==> src/rtl/smg_pkg.sv <==
// package for the sleep mode domain gating block
// assumes one 250 MHz clock domain; shared by the design and its bench
package smg_pkg;

  // ==========================================================
  // sleep mode selection codes
  typedef enum logic [2:0] {
    SMG_MODE_IDLE    = 3'b000,
    SMG_MODE_ADCNR   = 3'b001,
    SMG_MODE_PDOWN   = 3'b010,
    SMG_MODE_PSAVE   = 3'b011,
    SMG_MODE_STBY    = 3'b110,
    SMG_MODE_XSTBY   = 3'b111
  } smg_mode_t;

  // ==========================================================
  // controller states
  typedef enum logic [1:0] {
    SMG_ST_RUN   = 2'b00,
    SMG_ST_SLEEP = 2'b01,
    SMG_ST_RESET = 2'b10
  } smg_state_t;

  // ==========================================================
  // domain gate vector bit positions
  localparam int SMG_DOM_CPU   = 0;
  localparam int SMG_DOM_IO    = 1;
  localparam int SMG_DOM_ADC   = 2;
  localparam int SMG_DOM_OSC   = 3;
  localparam int SMG_DOM_ATMR  = 4;
  localparam int SMG_DOM_INTR  = 5;
  localparam int SMG_DOM_W     = 6;
  localparam logic [5:0] SMG_DOM_ALL  = 6'h3F;
  localparam logic [5:0] SMG_DOM_NONE = 6'h00;

  // ==========================================================
  // external reset minimum pulse, ns, and its cycle count (round up)
  localparam int SMG_CLK_PERIOD_NS   = 4;
  localparam int SMG_RST_MIN_NS      = 1500;
  localparam int SMG_RST_MIN_CYC     =
    (SMG_RST_MIN_NS + SMG_CLK_PERIOD_NS - 1) / SMG_CLK_PERIOD_NS;
  localparam int SMG_RST_CNT_W       = 9;
  localparam int SMG_PORT_W          = 32;

endpackage

==> src/rtl/smg_sleep_mode_domain_gating.sv <==
// sleep mode domain gating: chooses which clock domains run per sleep mode,
// handles wake sources, external reset filtering and pin tri-state in reset
// assumes all inputs are synchronous to core_clk; the analog reset path that
// works without a clock lives outside, this block sees the sampled pin level
//
// Behaviour
// - six software-chosen sleep modes, each gating domains
// - idle stops cpu, peripherals and interrupts run
// - power-down halts oscillator until external interrupt or reset
// - power-save keeps asynchronous timer running
// - noise reduction keeps timer, converter, oscillator and interrupts
// - standby keeps main oscillator running
// - extended standby keeps oscillator and timer
// - long enough low reset pin causes reset
// - any reset tri-states all port pins
// - enabled test port keeps pull-ups during pin or otherResetReq reset; srst clears them
// - test data out driven only while shifting
`timescale 1ns/1ns
`default_nettype none

module smg_sleep_mode_domain_gating (
  input  wire logic                               core_clk,
  input  wire logic                               srst,
  input  wire logic                               clkEn,
  input  wire logic                               sleepEnable,
  input  wire logic                               sleepRequest,
  input  wire smg_pkg::smg_mode_t                 sleepMode,
  input  wire logic                               extResetPin_n,
  input  wire logic                               extIntWake,
  input  wire logic                               anyIntWake,
  input  wire logic                               asyncTimerIntWake,
  input  wire logic                               otherResetReq,
  input  wire logic                               testPortEnable,
  input  wire logic                               tapShiftState,
  input  wire logic [smg_pkg::SMG_PORT_W-1:0]     portDriveEnable,
  output logic      [smg_pkg::SMG_DOM_W-1:0]      domainRun,
  output logic                                    sleeping,
  output logic                                    resetActive,
  output logic      [smg_pkg::SMG_PORT_W-1:0]     portOutEnable,
  output logic                                    testPullupEnable,
  output logic                                    testDataOutEnable
);

  // ==========================================================
  // state record
  typedef struct packed {
    smg_pkg::smg_state_t                  state;
    smg_pkg::smg_mode_t                   mode;
    logic [smg_pkg::SMG_RST_CNT_W-1:0]    lowCount;
    logic [smg_pkg::SMG_DOM_W-1:0]        domains;
    logic [smg_pkg::SMG_PORT_W-1:0]       portOe;
    logic                                 testPull;
    logic                                 tdoOe;
  } smg_regs_t;

  smg_regs_t r;
  smg_regs_t next_r;

  // ==========================================================
  // domains that keep running in a given sleep mode
  function automatic logic [smg_pkg::SMG_DOM_W-1:0] smg_mode_domains(
    input smg_pkg::smg_mode_t m
  );
    logic [smg_pkg::SMG_DOM_W-1:0] d;
    d = smg_pkg::SMG_DOM_NONE;
    unique case (m)
      smg_pkg::SMG_MODE_IDLE: begin
        d = smg_pkg::SMG_DOM_ALL;
        d[smg_pkg::SMG_DOM_CPU] = 1'b0;
      end
      smg_pkg::SMG_MODE_ADCNR: begin
        d[smg_pkg::SMG_DOM_ADC]  = 1'b1;
        d[smg_pkg::SMG_DOM_ATMR] = 1'b1;
        d[smg_pkg::SMG_DOM_OSC]  = 1'b1;
        d[smg_pkg::SMG_DOM_INTR] = 1'b1;
      end
      smg_pkg::SMG_MODE_PDOWN: begin
        d = smg_pkg::SMG_DOM_NONE;
      end
      smg_pkg::SMG_MODE_PSAVE: begin
        d[smg_pkg::SMG_DOM_ATMR] = 1'b1;
      end
      smg_pkg::SMG_MODE_STBY: begin
        d[smg_pkg::SMG_DOM_OSC]  = 1'b1;
      end
      smg_pkg::SMG_MODE_XSTBY: begin
        d[smg_pkg::SMG_DOM_OSC]  = 1'b1;
        d[smg_pkg::SMG_DOM_ATMR] = 1'b1;
      end
      default: d = smg_pkg::SMG_DOM_ALL;
    endcase
    return d;
  endfunction

  // ==========================================================
  // wake decision for the mode held while asleep
  function automatic logic smg_wake(
    input smg_pkg::smg_mode_t m,
    input logic               extInt,
    input logic               anyInt,
    input logic               timerInt
  );
    logic w;
    w = extInt;
    unique case (m)
      smg_pkg::SMG_MODE_IDLE,
      smg_pkg::SMG_MODE_ADCNR: w = extInt | anyInt | timerInt;
      smg_pkg::SMG_MODE_PSAVE,
      smg_pkg::SMG_MODE_XSTBY: w = extInt | timerInt;
      smg_pkg::SMG_MODE_PDOWN,
      smg_pkg::SMG_MODE_STBY:  w = extInt;
      default:                 w = 1'b1;
    endcase
    return w;
  endfunction

  logic pinLowLong;
  logic inReset;

  // ==========================================================
  // next state
  always_comb begin
    next_r = r;
    // count consecutive low cycles of the reset pin
    if (extResetPin_n) begin
      next_r.lowCount = '0;
    end else if (r.lowCount != smg_pkg::SMG_RST_CNT_W'(smg_pkg::SMG_RST_MIN_CYC)) begin
      next_r.lowCount = r.lowCount + 1'b1;
    end
    pinLowLong = !extResetPin_n &&
                 (r.lowCount == smg_pkg::SMG_RST_CNT_W'(smg_pkg::SMG_RST_MIN_CYC));
    inReset = pinLowLong || otherResetReq;

    unique case (r.state)
      smg_pkg::SMG_ST_RUN: begin
        if (inReset) begin
          next_r.state = smg_pkg::SMG_ST_RESET;
        end else if (sleepEnable && sleepRequest) begin
          next_r.state = smg_pkg::SMG_ST_SLEEP;
          next_r.mode  = sleepMode;
        end
      end
      smg_pkg::SMG_ST_SLEEP: begin
        if (inReset) begin
          next_r.state = smg_pkg::SMG_ST_RESET;
        end else if (smg_wake(r.mode, extIntWake, anyIntWake, asyncTimerIntWake)) begin
          next_r.state = smg_pkg::SMG_ST_RUN;
        end
      end
      smg_pkg::SMG_ST_RESET: begin
        if (!inReset && extResetPin_n) begin
          next_r.state = smg_pkg::SMG_ST_RUN;
        end
      end
      default: next_r.state = smg_pkg::SMG_ST_RESET;
    endcase

    // domain gating follows the next state
    unique case (next_r.state)
      smg_pkg::SMG_ST_SLEEP: next_r.domains = smg_mode_domains(next_r.mode);
      smg_pkg::SMG_ST_RESET: next_r.domains = smg_pkg::SMG_DOM_NONE;
      default:               next_r.domains = smg_pkg::SMG_DOM_ALL;
    endcase

    // pins: tri-state on any reset, pull-ups kept when test port enabled
    if (next_r.state == smg_pkg::SMG_ST_RESET) begin
      next_r.portOe = '0;
    end else begin
      next_r.portOe = portDriveEnable;
    end
    next_r.testPull = testPortEnable;
    next_r.tdoOe    = testPortEnable && tapShiftState;
  end

  // ==========================================================
  // state register
  always_ff @(posedge core_clk) begin
    if (srst) begin
      r.state    <= smg_pkg::SMG_ST_RESET;
      r.mode     <= smg_pkg::SMG_MODE_IDLE;
      r.lowCount <= '0;
      r.domains  <= smg_pkg::SMG_DOM_NONE;
      r.portOe   <= '0;
      r.testPull <= 1'b0;
      r.tdoOe    <= 1'b0;
    end else if (clkEn) begin
      r <= next_r;
    end
  end

  // ==========================================================
  // outputs
  assign domainRun         = r.domains;
  assign sleeping          = (r.state == smg_pkg::SMG_ST_SLEEP);
  assign resetActive       = (r.state == smg_pkg::SMG_ST_RESET);
  assign portOutEnable     = r.portOe;
  assign testPullupEnable  = r.testPull;
  assign testDataOutEnable = r.tdoOe;

endmodule

`default_nettype wire

==> config.mk <==
export PLATFORM = sky130hd
export DESIGN_NAME = smg_sleep_mode_domain_gating
export DESIGN_NICKNAME = d
export VERILOG_FILES = /design/src/rtl/smg_pkg.sv /design/src/rtl/smg_sleep_mode_domain_gating.sv
export SDC_FILE = /design/constraint.sdc
export NUM_CORES = 1
export LEC_CHECK = 0
export BUFFER_PORTS_ARGS = -buffer_cell sky130_fd_sc_hd__buf_2
export CELL_PAD_IN_SITES_DETAIL_PLACEMENT = 0
export CELL_PAD_IN_SITES_GLOBAL_PLACEMENT = 1
export CORE_UTILIZATION = 31
export DETAILED_ROUTE_END_ITERATION = 7
export HOLD_SLACK_MARGIN = 0.05
export PLACE_DENSITY_LB_ADDON = 0.1
export RECOVER_POWER = 25
export SLEW_MARGIN = 30
export SYNTH_ARGS = -nofsm -noshare
export SYNTH_HDL_FRONTEND = slang
export SYNTH_SLANG_ARGS = --single-unit
==> constraint.sdc <==
create_clock -name core_clk -period 2.45 [get_ports core_clk]
set_clock_uncertainty 0.15 [all_clocks]
set_input_delay 0.245 -clock core_clk [delete_from_list [all_inputs] [get_ports core_clk]]
set_output_delay 0.245 -clock core_clk [all_outputs]
set_load 0.02 [all_outputs]
==> flow_metrics.py <==
metrics = {
    "sta": {
        "drv_slew": 0,
        "rsz0062_at_grt": "no",
        "tightestPinTransition_ns": 0.7479,
        "fin_crit_sh_pct": 82.04,
        "slew_headroom_pct": 50.14,
        "finalSetupTns_ns": 0,
        "setup_viol": 0,
        "hold_viol_final": 0,
        "fmax_mhz": 497.5,
        "min_period_ns": 2.010,
    },
    "routing": {
        "vias_per_cell": 4.568,
        "routed_wl_um": 6012,
        "drt_pass1_iterations": 4,
        "drc": 0,
        "ant_nets": 0,
        "initialDrtViolationCount": 78,
        "wl_per_cell_um": 12.60,
        "vias": 2179,
    },
    "clock_network": {
        "cts_buffers": 5,
        "cts_tree": "yes",
        "cts_max_path_buffers": 2,
        "cts_max_level": 2,
        "cts_root_buffer": "clkbuf_8",
        "postCtsResizedCells": 0,
        "path_clk_slew_ns": 0.09,
        "cts_sinks": 53,
        "worstSkewPairLatency_ns": 0.30,
    },
    "logic_synthesis": {
        "synth_top_family_by_area": "simple AND/OR/NAND/NOR gates",
        "ys_seq_area_share_pct": 42.02,
        "synth.avg_cell_area_sq_um": 8.306,
        "ys.flop_type": "dfxtp_1",
        "synthCells": 304,
        "yosysWarnings": 0,
        "ys_types": 42,
        "synth-simple-area-share_pct": 22.55,
        "synth-compound-area-share_pct": 13.88,
        "synthArstFlopShare_pct": 0,
        "synthMuxAreaShare_pct": 2.825,
        "synth_edf_count": 0,
        "synth-seq-cells": 53,
        "synth_xor_area_share_pct": 2.428,
        "synth_nets": 352,
        "synth_area_sq_um": 2525,
        "synth_fa_ha_area_share_pct": 0.4955,
    },
    "floorplan": {
        "core_sq_um": 7807,
        "placementRows": 32,
        "die_x_um": 92.25,
        "die_h_um": 92.25,
        "design.die.area_sq_um": 8510,
        "start_util_pct": 32.34,
        "pin_count": 89,
    },
    "grt": {
        "grt_pass1_wl_um": 9584,
        "grt_pass1_vias": 2028,
        "track_usage_pct": 14.08,
        "antenna_found_initial": 0,
        "grt_max_degree": 37,
        "grt_remaining_overflow": 0,
    },
    "setup_path": {
        "r2r_end": "domainRun[0]$_SDFFE_PP0P_",
        "crit_family": "compound AO/OA/AOI/OAI gates",
        "critPathCaptureType": "register",
        "crit_buf_inv": 0,
        "critPathSlowestCell": "dfxtp_1",
        "ff2ff_path_depth": 5,
        "timing_worst_setup_path_type": "register to register",
        "start_kind": "register",
        "cp_cell_sequence": "nand2b_1, a2111oi_2, o211ai_2, a2111o_1, a311oi_2",
        "worst-endpoint-required_ns": 2.52,
        "crit_arrival_ns": 2.08,
        "regToRegSetupSlack_ns": 0.44,
        "worstPathMaxFanout": 8,
        "r2r-start": "r[50]$_SDFFE_PP0P_",
        "slowest_delay_ns": 0.43,
    },
    "layout": {
        "area_delta_synth_final_pct": 23.69,
        "n_antenna_cell": 0,
        "nets": 422,
        "mostFrequentLayoutCell": "buf_2",
        "most-common-layout-cells": "buf_2, dfxtp_1, nand2_1",
        "final_area_sq_um": 3123,
        "finalCoreUtilization_pct": 40.00,
        "drive_gt1_share_pct": 24.00,
        "final_cells": 477,
    },
    "placement": {
        "port_buffers": 88,
        "placed_cell_area_sq_um": 2776,
        "dp.cells": 443,
        "place_congestion": 0.7047,
        "place_hpwl_um": 3915,
    },
    "pwr": {
        "p_leak_nw": 1.261,
        "powerDensity_nw_per_um2": 560.8,
        "peakVddDrop_uv": 351.1,
    },
    "hold_path": {
        "hp-class": "primary input to register",
        "hold_path_depth": 3,
        "hold_start": "portDriveEnable[31]",
        "holdPathEnd": "portOutEnable[31]$_SDFFE_PP0P_",
    },
    "job": {
        "drv_cap": 0,
    },
    "run_status": {
        "status": "completed",
    },
}
-- final cells by class --
type	instances	area, sq um
multi-input combinational	184	1065
clock buffer	7	86.33
timing repair buffer	120	715.7
fill	840	4684
sequential	53	1061
inverter	10	37.54
tap	102	127.6
clock inverter	1	30.03
-- tightest hold or removal path, stage by stage --
cell     delay, ns
buf_2         0.10
nand3_1       0.07
a21oi_1       0.06
-- repair_timing --
action	4_1_cts	5_1_grt
buffers inserted	0	0
endpoints found under the hold margin	25	1
hold buffers	25	1
-- how the worst max path moves through the flow --
| stage | startpoint | to | slack (ns) | depth (start not counted) |
|---|---|---|---|---|
| floorplan | r[43]$_SDFFE_PP0P_ | domainRun[0]$_SDFFE_PP0P_ | 0.60 | 5 |
| global placement | r[43]$_SDFFE_PP0P_ | domainRun[1]$_SDFFE_PP0P_ | 0.48 | 6 |
| detailed placement | r[50]$_SDFFE_PP0P_ | domainRun[0]$_SDFFE_PP0P_ | 0.46 | 5 |
| CTS | r[50]$_SDFFE_PP0P_ | domainRun[0]$_SDFFE_PP0P_ | 0.43 | 5 |
| global route | r[50]$_SDFFE_PP0P_ | domainRun[0]$_SDFFE_PP0P_ | 0.29 | 5 |
| finish | r[50]$_SDFFE_PP0P_ | domainRun[0]$_SDFFE_PP0P_ | 0.44 | 5 |
-- Yosys cell counts (3+ instances only) --
cell type  instances  area [sq um]
buf_4             38         285.3
nor2b_1            3         18.77
o32ai_1            3         26.28
nor2_1            17         63.81
a21oi_1           36         180.2
inv_1              9         33.78
nor3_1             4         20.02
clkbuf_1          13         48.80
nand2_1           38         142.6
xnor2_1            4         35.03
dfxtp_1           53          1061
xor2_1             3         26.28
mux2i_1            6         60.06
buf_2              4         20.02
o21ai_0            4         20.02
nand3_1           37         185.2
-- cells by family after synthesis --
logic type / after synthesis
muxes: 7
AOI/OAI and AO/OA: 55
and+or+nand+nor: 114
buffers and inverters: 67
DFF: 53
xor gates and xnor gates: 7
adders and majority gates: 1
-- routing by layer --
layer  global-route usage, %  vias to the layer above  routed length (um)
met5                       0                        -                   0
met4                   4.297                        0                  70
met3                   3.068                        5                 246
met2                   23.45                       52                2684
met1                   18.09                      989                3011
li1                        -                     1133                   -
-- state kept, by name (all words and copies together) (netlist names) --
name / count
domainRun: 5
r: 14
portOutEnable: 32
testDataOutEnable: 1
testPullupEnable: 1
-- power breakdown --
part / internal [W] / total [W] / switching, W
Sequential: 0.000887 / 0.000902 / 0.0000147
Clock: 0.000334 / 0.000612 / 0.000279
Combinational: 0.000102 / 0.000237 / 0.000135
-- stage by stage --
step	total power, W	setup WS, ns	hold WS, ns
after floorplan	0.001071	0.5978	0.2389
after global placement	0.001134	0.4758	0.2876
after detailed placement	0.001133	0.4622	0.2977
after CTS	0.001787	0.4292	0.05229
after global routing	0.001841	0.2923	0.05657
final	0.001751	0.4399	0.06335
Note: power is estimated with default switching activity, not from simulation.
